File: config.mk
export PLATFORM = sky130hd
export DESIGN_NAME = tpwm_timer
export DESIGN_NICKNAME = d
export VERILOG_FILES = /design/src/tpwm_pkg.sv /design/src/tpwm_timer.sv
export SDC_FILE = /design/constraint.sdc
export NUM_CORES = 1
export LEC_CHECK = 0
export BUFFER_PORTS_ARGS = -buffer_cell sky130_fd_sc_hd__clkbuf_2
export CORE_ASPECT_RATIO = 1.1
export CORE_UTILIZATION = 30
export DETAILED_ROUTE_END_ITERATION = 16
export GPL_ROUTABILITY_DRIVEN = 0
export GPL_TIMING_DRIVEN = 0
export SYNTH_ARGS = -nofsm -noshare
export SYNTH_HDL_FRONTEND = slang
export SYNTH_SLANG_ARGS = --single-unit
export TNS_END_PERCENT = 10
File: constraint.sdc
create_clock -name core_clk -period 10.65 [get_ports core_clk]
set_input_delay 1.065 -clock core_clk [delete_from_list [all_inputs] [get_ports core_clk]]
set_output_delay 1.065 -clock core_clk [all_outputs]
set_load 0.01 [all_outputs]
File: src/tpwm_pkg.sv
// Constants shared by the dual 8-bit PWM / cascaded 16-bit interval timer.
// Assumes a 32-bit Avalon-MM slave port with byte addresses.
package tpwm_pkg;

  // Register byte offsets.
  localparam logic [4:0] ADDR_CTRL_LO = 5'h00;
  localparam logic [4:0] ADDR_CTRL_HI = 5'h04;
  localparam logic [4:0] ADDR_DUTY_LO = 5'h08;
  localparam logic [4:0] ADDR_DUTY_HI = 5'h0C;
  localparam logic [4:0] ADDR_PCMP_LO = 5'h10;
  localparam logic [4:0] ADDR_PCMP_HI = 5'h14;
  localparam logic [4:0] ADDR_STATUS = 5'h18;
  localparam logic [4:0] ADDR_POWER = 5'h1C;

  // Timer control register fields.
  localparam int CTRL_FF_BIT = 7;
  localparam int CTRL_CLK_LSB = 4;
  localparam int CTRL_CLK_MSB = 6;
  localparam int CTRL_START_BIT = 3;
  localparam int CTRL_MODE_LSB = 0;
  localparam int CTRL_MODE_MSB = 2;

  // Operating modes.
  localparam logic [2:0] MODE_PWM8 = 3'h2;
  localparam logic [2:0] MODE_TIMER16 = 3'h4;

  // Source clock selections.
  localparam logic [2:0] CLK_DIV11_OR_LS8 = 3'h0;
  localparam logic [2:0] CLK_DIV7 = 3'h1;
  localparam logic [2:0] CLK_DIV5 = 3'h2;
  localparam logic [2:0] CLK_DIV3 = 3'h3;
  localparam logic [2:0] CLK_LS = 3'h4;
  localparam logic [2:0] CLK_HALF = 3'h5;
  localparam logic [2:0] CLK_FULL = 3'h6;

  // Prescaler tap positions (most significant bit of each all-ones test).
  localparam int PRE_W = 11;
  localparam int DIV11_MSB = 10;
  localparam int DIV7_MSB = 6;
  localparam int DIV5_MSB = 4;
  localparam int DIV3_MSB = 2;
  localparam int LS_DIV_W = 3;

  // Power register fields.
  localparam int PWR_DV_BIT = 0;
  localparam int PWR_SLOW_BIT = 1;

  // Status register fields.
  localparam int STAT_CNT_LO_LSB = 0;
  localparam int STAT_CNT_HI_LSB = 8;
  localparam int STAT_FF_LO_BIT = 16;
  localparam int STAT_FF_HI_BIT = 17;

  // Counter limits and reset values.
  localparam logic [7:0] CNT_MAX = 8'hFF;
  localparam logic [7:0] CTRL_RESET = 8'h00;
  localparam logic [7:0] DUTY_RESET = 8'h00;
  localparam logic [7:0] PCMP_RESET = 8'h00;
  localparam logic [1:0] PWR_RESET = 2'h0;
  localparam logic [1:0] PIN_RESET = 2'h3;

endpackage

File: src/tpwm_timer.sv
// Two cascadable 8-bit up-counters: 8-bit PWM on each, or one 16-bit interval timer.
// Assumes an Avalon-MM master on core_clk and a low-speed tick synchronous to core_clk.
`timescale 1ns/1ps

// Functional notes
// PWM8 mode counts up on the selected internal clock, eight-bit resolution.
// Counter equal to active duty inverts the flip-flop; counting continues.
// Overflow inverts the flip-flop again, clears counter, pulses timer interrupt.
// Flip-flop takes its control-bit initial value; reset clears it to zero.
// PWM pin always drives the inverse of the flip-flop.
// Duty written while running waits in a buffer until the next overflow.
// Duty written while stopped becomes active right after the write.
// Reading duty during PWM returns the active value, not the buffered one.
// Software writes duty right after an interrupt; collisions may misbehave.
// Stopping the timer holds the PWM pin at its current level.
// Software clears start before changing the initial-value bit, separately.
// Software stops the timer before entering stop power mode.
// PWM8 clock: div11 or low/8, div7, div5, div3, low, half, full.
// Software sets the port output latch to one for the pin.
// Timer16 cascades counters; 16-bit match pulses upper irq and clears count.
// Software writes compare low byte first, then high byte, never one alone.
// Software keeps the initial-value bit zero in timer mode.
// Timer16 compare is unbuffered and used immediately after a write.
// Software avoids changing the compare value while the timer runs.
// Timer16 clock only: div11 or low/8, div7, div5, div3.
// Timer16 source clock comes from the lower timer's clock select field.
// PWM8 period is 256 counts, wrapping from maximum to zero.
module tpwm_timer
  import tpwm_pkg::*;
(
  input wire logic core_clk,
  input wire logic rst,
  input wire logic [4:0] avs_address,
  input wire logic avs_read,
  input wire logic avs_write,
  input wire logic [31:0] avs_writedata,
  input wire logic [3:0] avs_byteenable,
  output logic [31:0] avs_readdata,
  output logic avs_waitrequest,
  input wire logic low_speed_tick,
  output logic [1:0] pwm_out_pin,
  output logic [1:0] timer_irq
);

  // Bus and register state.
  logic wait_q, wait_d;
  logic [31:0] rdata_q, rdata_d;
  logic [1:0][7:0] ctrl_q, ctrl_d;
  logic [1:0][7:0] duty_buf_q, duty_buf_d;
  logic [7:0] pcmp_lo_q, pcmp_lo_d;
  logic [7:0] pcmp_hi_q, pcmp_hi_d;
  logic [1:0] pwr_q, pwr_d;

  // Counting state.
  logic [PRE_W-1:0] pre_q, pre_d;
  logic [LS_DIV_W-1:0] ls_div_q, ls_div_d;
  logic [1:0][7:0] cnt_q, cnt_d;
  logic [1:0][7:0] duty_act_q, duty_act_d;
  logic [1:0] ff_q, ff_d;
  logic [1:0] irq_q, irq_d;
  logic [1:0] pin_q, pin_d;

  // Decoded strobes and run conditions.
  logic wr_lane;
  logic [1:0] wr_ctrl;
  logic [1:0] wr_duty;
  logic [7:0] wr_byte;
  logic [1:0] pwm_run;
  logic [1:0] tick;
  logic run16;
  logic tick16;
  logic ls8_tick;

  // Gated source tick; slow mode stops every high-speed tap.
  function automatic logic src_tick(
    input logic [2:0] sel,
    input logic dv,
    input logic slow,
    input logic [PRE_W-1:0] pre,
    input logic ls8,
    input logic ls,
    input logic fast_ok
  );
    logic t;
    t = 1'b0;
    case (sel)
      CLK_DIV11_OR_LS8: t = (dv || slow) ? ls8 : (&pre[DIV11_MSB:0]);
      CLK_DIV7: t = !slow && (&pre[DIV7_MSB:0]);
      CLK_DIV5: t = !slow && (&pre[DIV5_MSB:0]);
      CLK_DIV3: t = !slow && (&pre[DIV3_MSB:0]);
      CLK_LS: t = fast_ok && ls;
      CLK_HALF: t = fast_ok && !slow && pre[0];
      CLK_FULL: t = fast_ok && !slow;
      default: t = 1'b0;
    endcase
    return t;
  endfunction

  // Register read multiplexer.
  function automatic logic [31:0] read_mux(input logic [4:0] addr);
    logic [31:0] v;
    v = 32'h0000_0000;
    case (addr)
      ADDR_CTRL_LO: v[7:0] = ctrl_q[0];
      ADDR_CTRL_HI: v[7:0] = ctrl_q[1];
      ADDR_DUTY_LO: v[7:0] = duty_act_q[0];
      ADDR_DUTY_HI: v[7:0] = duty_act_q[1];
      ADDR_PCMP_LO: v[7:0] = pcmp_lo_q;
      ADDR_PCMP_HI: v[7:0] = pcmp_hi_q;
      ADDR_STATUS: begin
        v[STAT_CNT_LO_LSB +: 8] = cnt_q[0];
        v[STAT_CNT_HI_LSB +: 8] = cnt_q[1];
        v[STAT_FF_LO_BIT] = ff_q[0];
        v[STAT_FF_HI_BIT] = ff_q[1];
      end
      ADDR_POWER: v[1:0] = pwr_q;
      default: v = 32'h0000_0000;
    endcase
    return v;
  endfunction

  // Tick generation and run decode.
  always_comb begin
    ls8_tick = low_speed_tick && (&ls_div_q);
    run16 = (ctrl_q[1][CTRL_MODE_MSB:CTRL_MODE_LSB] == MODE_TIMER16) && ctrl_q[1][CTRL_START_BIT];
    tick16 = src_tick(ctrl_q[0][CTRL_CLK_MSB:CTRL_CLK_LSB], pwr_q[PWR_DV_BIT],
                      pwr_q[PWR_SLOW_BIT], pre_q, ls8_tick, low_speed_tick, 1'b0);
    for (int j = 0; j < 2; j++) begin
      // The cascade owns both counters, so a PWM start on the lower half waits until it stops.
      pwm_run[j] = (ctrl_q[j][CTRL_MODE_MSB:CTRL_MODE_LSB] == MODE_PWM8)
                   && ctrl_q[j][CTRL_START_BIT] && !run16;
      tick[j] = src_tick(ctrl_q[j][CTRL_CLK_MSB:CTRL_CLK_LSB], pwr_q[PWR_DV_BIT],
                         pwr_q[PWR_SLOW_BIT], pre_q, ls8_tick, low_speed_tick, 1'b1);
    end
  end

  // Avalon slave: one wait cycle, then the access completes with waitrequest low.
  always_comb begin
    wait_d = !((avs_read || avs_write) && wait_q);
    rdata_d = rdata_q;
    if (avs_read && wait_q) begin
      rdata_d = read_mux(avs_address);
    end
    wr_lane = avs_write && !wait_q && avs_byteenable[0];
    wr_byte = avs_writedata[7:0];
    wr_ctrl[0] = wr_lane && (avs_address == ADDR_CTRL_LO);
    wr_ctrl[1] = wr_lane && (avs_address == ADDR_CTRL_HI);
    wr_duty[0] = wr_lane && (avs_address == ADDR_DUTY_LO);
    wr_duty[1] = wr_lane && (avs_address == ADDR_DUTY_HI);
    ctrl_d = ctrl_q;
    duty_buf_d = duty_buf_q;
    pcmp_lo_d = pcmp_lo_q;
    pcmp_hi_d = pcmp_hi_q;
    pwr_d = pwr_q;
    for (int j = 0; j < 2; j++) begin
      if (wr_ctrl[j]) begin
        ctrl_d[j] = wr_byte;
      end
      if (wr_duty[j]) begin
        duty_buf_d[j] = wr_byte;
      end
    end
    // The compare bytes are used as soon as they land, so a half-written pair is live.
    if (wr_lane && (avs_address == ADDR_PCMP_LO)) begin
      pcmp_lo_d = wr_byte;
    end
    if (wr_lane && (avs_address == ADDR_PCMP_HI)) begin
      pcmp_hi_d = wr_byte;
    end
    if (wr_lane && (avs_address == ADDR_POWER)) begin
      pwr_d = wr_byte[1:0];
    end
  end

  always_ff @(posedge core_clk or posedge rst) begin
    if (rst) begin
      wait_q <= 1'b1;
      rdata_q <= 32'h0000_0000;
      ctrl_q <= {CTRL_RESET, CTRL_RESET};
      duty_buf_q <= {DUTY_RESET, DUTY_RESET};
      pcmp_lo_q <= PCMP_RESET;
      pcmp_hi_q <= PCMP_RESET;
      pwr_q <= PWR_RESET;
    end else begin
      wait_q <= wait_d;
      rdata_q <= rdata_d;
      ctrl_q <= ctrl_d;
      duty_buf_q <= duty_buf_d;
      pcmp_lo_q <= pcmp_lo_d;
      pcmp_hi_q <= pcmp_hi_d;
      pwr_q <= pwr_d;
    end
  end

  // Counters, output flip-flops and interrupt pulses.
  always_comb begin
    logic [15:0] nxt16;
    logic [7:0] nxt8;
    nxt16 = {cnt_q[1], cnt_q[0]} + 16'h0001;
    nxt8 = 8'h00;
    pre_d = pre_q + {{(PRE_W-1){1'b0}}, 1'b1};
    ls_div_d = low_speed_tick ? ls_div_q + {{(LS_DIV_W-1){1'b0}}, 1'b1} : ls_div_q;
    cnt_d = cnt_q;
    ff_d = ff_q;
    irq_d = 2'b00;
    duty_act_d = duty_act_q;
    for (int j = 0; j < 2; j++) begin
      nxt8 = cnt_q[j] + 8'h01;
      if (pwm_run[j] && tick[j]) begin
        if (cnt_q[j] == CNT_MAX) begin
          cnt_d[j] = 8'h00;
          ff_d[j] = !ff_q[j];
          irq_d[j] = 1'b1;
          duty_act_d[j] = duty_buf_q[j];
        end else begin
          cnt_d[j] = nxt8;
          if (nxt8 == duty_act_q[j]) begin
            ff_d[j] = !ff_q[j];
          end
        end
      end else if (!pwm_run[j] && !run16) begin
        cnt_d[j] = 8'h00;
      end
      // A write that stops the timer must not also reload the flip-flop.
      if (wr_ctrl[j] && !ctrl_q[j][CTRL_START_BIT]) begin
        ff_d[j] = wr_byte[CTRL_FF_BIT];
      end
      if (wr_duty[j] && !pwm_run[j]) begin
        duty_act_d[j] = wr_byte;
      end
    end
    if (run16 && tick16) begin
      if (nxt16 == {pcmp_hi_q, pcmp_lo_q}) begin
        cnt_d[0] = 8'h00;
        cnt_d[1] = 8'h00;
        irq_d[1] = 1'b1;
      end else begin
        cnt_d[0] = nxt16[7:0];
        cnt_d[1] = nxt16[15:8];
      end
    end
    // Stopped timers leave ff_q untouched until a control write loads the initial-value bit, so the pin keeps its level.
    pin_d = ~ff_d;
  end

  always_ff @(posedge core_clk or posedge rst) begin
    if (rst) begin
      pre_q <= '0;
      ls_div_q <= '0;
      cnt_q <= '0;
      duty_act_q <= {DUTY_RESET, DUTY_RESET};
      ff_q <= 2'b00;
      irq_q <= 2'b00;
      pin_q <= PIN_RESET;
    end else begin
      pre_q <= pre_d;
      ls_div_q <= ls_div_d;
      cnt_q <= cnt_d;
      duty_act_q <= duty_act_d;
      ff_q <= ff_d;
      irq_q <= irq_d;
      pin_q <= pin_d;
    end
  end

  assign avs_readdata = rdata_q;
  assign avs_waitrequest = wait_q;
  assign pwm_out_pin = pin_q;
  assign timer_irq = irq_q;

endmodule

---- Yosys cells after proc, flatten, opt, wreduce, memory -nomap -nowiden ----
Index checks and enable logic that the tools add are counted.
operators by class
  add/subtract/negate cells ............... 5
  $mul .................................... 0
  div/mod/pow operators ................... 0
  order comparisons ....................... 0
  equal/unequal tests ..................... 27
  shift operators ......................... 0
  multiplexer cells ....................... 35
  bitwise gates (word level) .............. 1
  reductions and logical operators ........ 58
operators with widths
  operator                                                         count
  8-bit 2-to-1 mux                                                 12
  6-bit case mux with 7 select lines                               1
  16-bit 2-to-1 mux                                                2
  1-bit logical AND                                                30
  3-bit == test, second input constant                             7
  5-bit == test, second input constant                             4
  3-bit by 2-bit == test with 1-bit output, second input constant  6
  16-bit by 1-bit adder with 16-bit output, second input constant  1
  8-bit by 1-bit adder with 8-bit output, second input constant    2
  16-bit == test                                                   1
  8-bit == test                                                    2
  8-bit == test, second input constant                             2
  2-bit case mux with 8 select lines                               1
  1-bit 2-to-1 mux                                                 15
  1-bit case mux with 7 select lines                               2
  11-bit by 1-bit adder with 11-bit output, second input constant  1
  11-bit AND reduction                                             1
  5-bit by 4-bit == test with 1-bit output, second input constant  2
  1-bit zero test                                                  10
  10-bit 2-to-1 mux                                                1
  2-bit nonzero test                                               4
  7-bit AND reduction                                              1
  3-bit by 1-bit == test with 1-bit output, second input constant  2
  3-bit zero test                                                  2
  other kinds (10)                                                 14
storage, ports and cells
  flip-flop bits (word level) ............. 121
  latch bits .............................. 0
  RAM bits ................................ 0
  bits in read-only memories .............. 0
  input port bits ......................... 46
  word-level logic and storage cells ...... 144
  memories ................................ 0

---- Logic depth before layout (Yosys ltp) ----
Gate-level depths: netlist of the first run.
  word-level depth ........................ 9
  mapped depth ............................ 13

---- Least setup slack after synthesis of the first run ----
No wires, ideal clock.
  path kind ............................... input -> register
  start ................................... input port avs_address[4]
  end ..................................... register duty_act_q[0] (netlist name)
  setup time .............................. 130 ps
  arrival time ............................ 2759 ps
  data required time ...................... 10520 ps
  setup slack ............................. 7760 ps
  stages .................................. 8
  buffers on the path ..................... 2
  cell sequence ........................... or3_1 -> clkbuf_1 -> nor2_2 -> nand2_1 -> or2_2 -> clkbuf_1 -> nand2_1 -> o21ai_0
on the way
  word-level cells in the longest chain between the ends .. 5
  elaborated cells between the ends (all ways) .. 7
  classes of those cells .................. eq/ne (1); mux (1); reduce/logical (5)
ends and longest elaborated chain
  element                                     RTL line           text
  from (decl)                                 tpwm_timer.sv:33   input wire logic [4:0] avs_address,
  5-bit by 4-bit == test with 1-bit output *  tpwm_timer.sv:148  wr_duty[0] = wr_lane && (avs_address == ADDR_DUTY_LO);
  1-bit logical AND *                         tpwm_timer.sv:148
  1-bit logical AND *                         tpwm_timer.sv:228  if (wr_duty[j] && !pwm_run[j]) begin
  2-bit nonzero test (no source line)         -
  2-bit AND reduction (no source line)        -
  to (signal assigned)                        tpwm_timer.sv:251  duty_act_q <= {DUTY_RESET, DUTY_RESET};
  to (signal assigned)                        tpwm_timer.sv:259  duty_act_q <= duty_act_d;
  to (decl)                                   tpwm_timer.sv:58   logic [1:0][7:0] duty_act_q, duty_act_d;
Mark *: on every way between the ends. The rest lies on a longest branch, timed or not.
A chain may end at the register's enable or synchronous reset.

---- Final worst setup path of the first run ----
  start ................................... input port avs_address[4]
  end ..................................... register ff_q[1]
on the way
  word-level cells in the longest chain between the ends .. 4
ends and longest elaborated chain
  element                                   RTL line           text
  5-bit by 3-bit == test with 1-bit output  tpwm_timer.sv:147  wr_ctrl[1] = wr_lane && (avs_address == ADDR_CTRL_HI);
  1-bit logical AND                         tpwm_timer.sv:147
  1-bit logical AND                         tpwm_timer.sv:225  if (wr_ctrl[j] && !ctrl_q[j][CTRL_START_BIT]) begin
  1-bit 2-to-1 mux                          tpwm_timer.sv:225
  via ff_d[1]                               tpwm_timer.sv:59   logic [1:0] ff_q, ff_d;
  to (signal assigned)                      tpwm_timer.sv:252  ff_q <= 2'b00;
  to (signal assigned)                      tpwm_timer.sv:260  ff_q <= ff_d;
  to (decl)                                 tpwm_timer.sv:59
The timed path passes the listed nets, and every way through them passes these cells.

==> results.md, run 1 <==
- Postcts setup bufs: 0
- Max_cap viols: 0
- Clock Sink Count: about 120
- Final setup fails: 0
- Final non-filler cell total: between 1000 and 1500
- Most frequent cells in the layout: 118 x dfrtp_1, 61 x nand2_1, 54 x mux2_2
- GRT Util Overall: 0.170
- Min Clock Period, post-route: between 3 and 4 ns
- DRT antenna net count: 0
- Worst Tran Pin Value: ~1.1 ns
- Synth area leader: dfrtp_1
- Die Area: between 0.02 and 0.025 mm²
- H-tree lvl count: 4
- Crit end category: flip-flop
- Row Count: between 50 and 60
- Final TNS setup: 0 ns
- FF-to-FF setup slack: 7.61 ns
- CTS clk-pin slew, worst paths: 0.05 ns
- Commonest non-fill, non-tap cell in the layout: dfrtp_1
- Mapped Area: slightly above 0.007 mm²
- Crit path kind: primary input to flip-flop
- Startpoint type of the worst setup path: primary input
- Area delta synth->final: 17.3%
- Final antenna diode count: 0
- 1st-iter DRT viols: between 400 and 500
- LEAKAGE: 3.72 nW
- Fin nets: about 830
- Initial core utilization: 0.310
- Core ar.: between 0.02 and 0.025 mm²
- Status: finished clean
- Required @ worst endpoint: between 10 and 15 ns
- Seq/Total Area, Yosys: 0.423
- Cts repair resizes: 0
- Ys flop type: dfrtp_1
- Clock Skews: around 0.0077 ns
- Max-Slew Margin vs Limit: 0.283
- Worst Path Arrival: 3.39 ns
- Post-synth EDFFs: 0
- Die height: approximately 160 µm
- Initial antenna violation count: 0
- Global-route wire length before repair: ~31000 µm
- Drt first pass iters: 6
- Critical path fanouts, max: 9
- Post-place setup slack: around 7.2 ns
- Number of global-route vias before repair: 5462
- Area after DPL: approximately 0.0078 mm²
- I/O pin total: slightly above 80
- Final worst slack: between 7 and 8 ns
- CTS Hold Bufs: 0
- Min-Delay Path Class: flip-flop to flip-flop
- Grt ovf: 0
- DP Wirelength: 14600 µm
- Asr flop ratio synth: 1.00
- Power Density: approximately 150 mW/mm²
- Final wirelength: approximately 20000 µm
- Tot Pwr: 1.23 mW
- DRC: 0
- Synth Warn #: 0
- Clk buf depth: 2
- Yosys top cell area share: 0.412
- Vias per inst: 5.26
- Pin count of the biggest net entering global routing: 80
- Syn avg cell area: 10.1 µm²
- Worst hold path startpoint: avs_waitrequest
- Worst skew pair latency: 0.42 ns
- Seq cells post-synth: approximately 120
- Placed cells: approximately 1100
- Die X-Extent: ~150 µm
- Buffers on Ports: 39
- Vias post-DR: about 5700
- Max Fclk: 0.324 GHz
- Layout cells sized above 1: 0.242
- Synth unique cells: slightly below 90
- Max-slew violations: 0
- TritonCTS Buffers: 17
- Final period utilization: 0.289
- Cells after synthesis: a little over 700
- Crit path launch: avs_address[4]
- Hold Fails Final Rpt: 0
- Final instance area: 0.00841 mm²
- Worst flop-to-flop path startpoint: pre_q[0]
- RSZ-0062 raised after global routing: false
- Hold depth: 1
- Peak supply drop: roughly 0.12 mV
- Worst Reg-to-Reg Cells: 13
- CTS root buf: clkbuf_16
- Largest cells by area after synthesis: dfrtp_1 41%, mux2_2 8.5%, xnor2_1 3.5%
- CTS tree: done
- Routed WL per cell: 18.2 µm
-- path summary, 6_finish.rpt --
check	endpoint
worst max-delay path	ff_q[1]
worst min-delay path	avs_waitrequest
worst max register to register	cnt_q[14]
worst min register to register	avs_waitrequest
max in group asynchronous	avs_waitrequest
min in group asynchronous	duty_buf_q[5]
-- synth_stat cells, drive strengths merged (3+ instances only) --
master	count
inv	21
nand4	9
a22o	7
nand2b	9
nor4	7
mux2i	11
a21o	5
buf	36
nand2	62
o211ai	5
nor2b	3
a31oi	10
nand3	40
clkbuf	16
dfstp	3
o2111ai	3
a22oi	22
o31ai	6
mux2	54
a2111oi	3
or3	6
a211oi	3
or2	5
xor2	21
a21oi	21
nor3	14
ha	8
nor2	49
and2	5
o21ai	38
dfrtp	118
a221oi	3
a222oi	6
xnor2	30
o22ai	7
and3	8
-- through the flow --
stage | util | hold WS [ns]
2_1_floorplan | - | 0.442
3_3_place_gp | 0.336 | 0.455
3_5_place_dp | 0.338 | 0.462
4_1_cts | 0.363 | 0.474
5_1_grt | 0.363 | 0.490
6_report | 0.363 | 0.471
-- sequential cells by signal (all words and copies together), names as in the netlist, 3 cells and up --
signal / cells
ctrl_q: 16
duty_act_q: 16
pre_q: 11
avs_readdata: 18
pcmp_lo_q: 8
duty_buf_q: 16
ls_div_q: 3
cnt_q: 16
pcmp_hi_q: 8
-- critical path, stage by stage --
cell	delay (ns)
clkbuf_2	0.09
or3_1	0.36
clkbuf_1	0.17
nor2_1	0.53
nand2_1	0.42
nor2_1	0.37
mux2_2	0.37
-- cells by family after synthesis --
group / synth area share
multiplexers: 0.100
adder cells (fa/ha/maj): 0.0140
XOR/XNOR: 0.0698
AO/OA/AOI/OAI: 0.156
flip-flops: 0.423
other: 0.000523
AND/OR/NAND/NOR: 0.179
buffers and inverters: 0.0574
-- layout make-up --
cell class                 count  area (µm²)
clock inverter                 6        62.6
inverter                      21        83.8
clock buffer                  26         519
fill                        2295       14700
multi-input combinational    526        3780
timing repair buffer          40         223
tap                          300         375
sequential                   121        3030
buffer                        52         333
-- metal layers --
metal / up-vias / wire length (µm) / track usage
li1: 2699 / - / -
met1: 2842 / 8880 / 0.222
met2: 165 / 9520 / 0.278
met3: 42 / 983 / 0.0322
met4: 0 / 504 / 0.0677
met5: - / 0 / 0
-- where the power goes --
part	total, mW	internal (mW)	switching (mW)
clock network	0.564	0.357	0.206
registers	0.525	0.493	0.0324
logic	0.138	0.0637	0.0747
No activity file was read; power rests on OpenSTA's default activity.
==> run 2, diff against run 1 <==
clock period = 2.93 ns   (was 10.65 ns; I/O delays follow)
==> run 2 against run 1 <==
Net effect:
- die area unchanged
- first-iteration DRC count increased by 8.0%
- via count increased by 2.7%
- flip-flop and latch count stayed put
- clock power grew to 3.6 times the previous value
- non-clock buffer count rose by 4
- highest routed layer unchanged
==> results.md, run 2 (same netlist as run 1, synthesis figures left out) <==
- Required @ worst endpoint: 3.25 ns (-7.70 ns)
- Worst flop-to-flop path startpoint: cnt_q[0]
- Crit path launch: cnt_q[0]
- H-tree lvl count: 4 (unchanged)
- Worst hold path startpoint: avs_read
- LEAKAGE: 3.74 nW (+0.43%)
- Final worst slack: 0.120 ns (-7.45 ns)
- Min Clock Period, post-route: roughly 2.8 ns
- Die height: 164 µm (unchanged)
- Power Density: 524 mW/mm² (+260%)
- DP Wirelength: 15000 µm (+2.5%)
- Vias per inst: 5.39 (+2.4%)
- Hold Fails Final Rpt: 0 (unchanged)
- Hold depth: 2 (+1)
- 1st-iter DRT viols: 524 (+8.0%)
- CTS root buf: clkbuf_16
- Worst R2R End: cnt_q[14]
- RSZ-0062 raised after global routing: true
- Worst Reg-to-Reg Cells: 11 (-2)
- TritonCTS Buffers: 17 (unchanged)
- Max reg flops: 18 (unchanged)
- Die X-Extent: 149 µm (unchanged)
- Clock Sink Count: 121 (unchanged)
- Max-Slew Margin vs Limit: 0.278 (-0.00508)
- Final setup fails: 0 (unchanged)
- Worst Hold End: avs_waitrequest
- Post-place setup slack: -0.254 ns (-7.46 ns)
- Number of global-route vias before repair: 5882 (+7.7%)
- CTS clk-pin slew, worst paths: 0.06 ns (about the same)
- Postcts setup bufs: 0 (unchanged)
- Worst skew pair latency: 0.43 ns (about the same)
- Critical path fanouts, max: 10 (+1)
- Fin nets: 837 (+0.48%)
- Crit path kind: flip-flop to flip-flop
- Initial core utilization: 0.310 (unchanged)
- Buffers on Ports: 39 (unchanged)
- DRC: 0 (unchanged)
- Grt ovf: 0 (unchanged)
- Final wirelength: 20300 µm (+2.3%)
- Min-Delay Path Class: primary input to flip-flop
- Final TNS setup: 0 ns (unchanged)
- Clock Skews: 0.00830 ns (+0.000582 ns)
- Max_cap viols: 0 (unchanged)
- Vias post-DR: 5906 (+2.7%)
- Clk buf depth: 2 (unchanged)
- Max Fclk: around 0.36 GHz
- GRT Util Overall: 0.178 (+0.00753)
- Most frequent cells in the layout: 116 x dfrtp_1, 60 x nand2_1, 54 x mux2_2
- FF-to-FF setup slack: 0.12 ns (-7.49 ns)
- Pin count of the biggest net entering global routing: 42 (-48%)
- Global-route wire length before repair: 32900 µm (+4.7%)
- Worst Tran Pin Value: 1.08 ns (+0.00756 ns)
- Crit end category: flip-flop
- DRT antenna net count: 0 (unchanged)
- Commonest non-fill, non-tap cell in the layout: dfrtp_1
- Final antenna diode count: 0 (unchanged)
- Die Area: 0.0245 mm² (unchanged)
- Peak supply drop: 0.395 mV (+230%)
- Max-slew violations: 0 (unchanged)
- Initial antenna violation count: 0 (unchanged)
- I/O pin total: 83 (unchanged)
- Row Count: 58 (unchanged)
- Layout cells sized above 1: 0.259 (+0.0164)
- CTS tree: done
- Status: finished clean
- Routed WL per cell: 18.6 µm (+1.9%)
- Worst Path Arrival: 3.13 ns (-0.26 ns)
- Filler cell count: 2324 (+1.3%)
- Final period utilization: 0.959
- Startpoint type of the worst setup path: flip-flop
- Drt first pass iters: 6 (unchanged)
- Core ar.: 0.0231 mm² (unchanged)
- Area delta synth->final: 18.6%
-- run 2: area by class of cell --
cell class / count / area (µm²) / share of cell area
plain buffers: 52 / 335 / 0.0394
clock buffers: 17 / 425 / 0.0500
clock inverters: 15 / 141 / 0.0166
inverters: 21 / 82.6 / 0.00971
multi-input cells: 526 / 3840 / 0.451
flip-flops and latches: 121 / 3030 / 0.357
well taps: 300 / 375 / 0.0442
repair buffers: 44 / 270 / 0.0318
-- run 2: worst max-delay path, cell delays in order, from the launching register on --
cell	delay (ns)
dfrtp_2	0.42
ha_1	0.17
clkbuf_4	0.21
nand4_1	0.15
or2_1	0.33
o311a_1	0.41
nand4bb_1	0.16
nor4b_4	0.07
a21oi_4	0.23
buf_6	0.20
nor3_1	0.06
a311oi_1	0.29
-- run 2: where the power goes --
part	total (mW)	switching (mW)	internal [mW]	leakage, nW
registers	1.91	0.118	1.79	1.61
clock network	2.03	0.848	1.18	0.271
logic	0.517	0.279	0.239	1.85
-- run 2: routing by layer --
| layer | global-route usage | vias to the layer above | wire length [µm] |
|---|---|---|---|
| met5 | 0 | - | 0 |
| met1 | 0.222 | 2900 | 8650 |
| li1 | - | 2729 | - |
| met2 | 0.295 | 232 | 9960 |
| met4 | 0.0872 | 0 | 716 |
| met3 | 0.0314 | 45 | 1020 |
-- run 2: metrics by stage --
stage	hold slack, ns	power (mW)	area (µm²)	std cells	util
final	0.0199	4.45	8500	1096	0.367
after global routing	0.0184	4.64	8500	1096	0.367
after floorplan	0.356	2.27	7220	720	-
after detailed placement	0.253	2.45	7850	1062	0.339
after global placement	0.455	2.42	7790	1059	0.337
after CTS	0.0100	4.48	8450	1095	0.365
-- run 2: how the worst max path moves through the flow --
stage	endpoint	slack, ns
detailed placement	ff_q[0]	-0.25
floorplan	cnt_q[15]	0.35
finish	cnt_q[14]	0.12
CTS	cnt_q[15]	0.03
global placement	ff_q[0]	-0.20
global route	cnt_q[14]	-0.01
-- run 2: repair_timing --
action / in CTS / in global routing
hold buffers: 1 / 0
gates cloned: 0 / 0
pin swaps: 0 / 1
setup endpoints to repair: 18 / 27
hold endpoints to repair: 7 / 0
resized for setup: 4 / 9
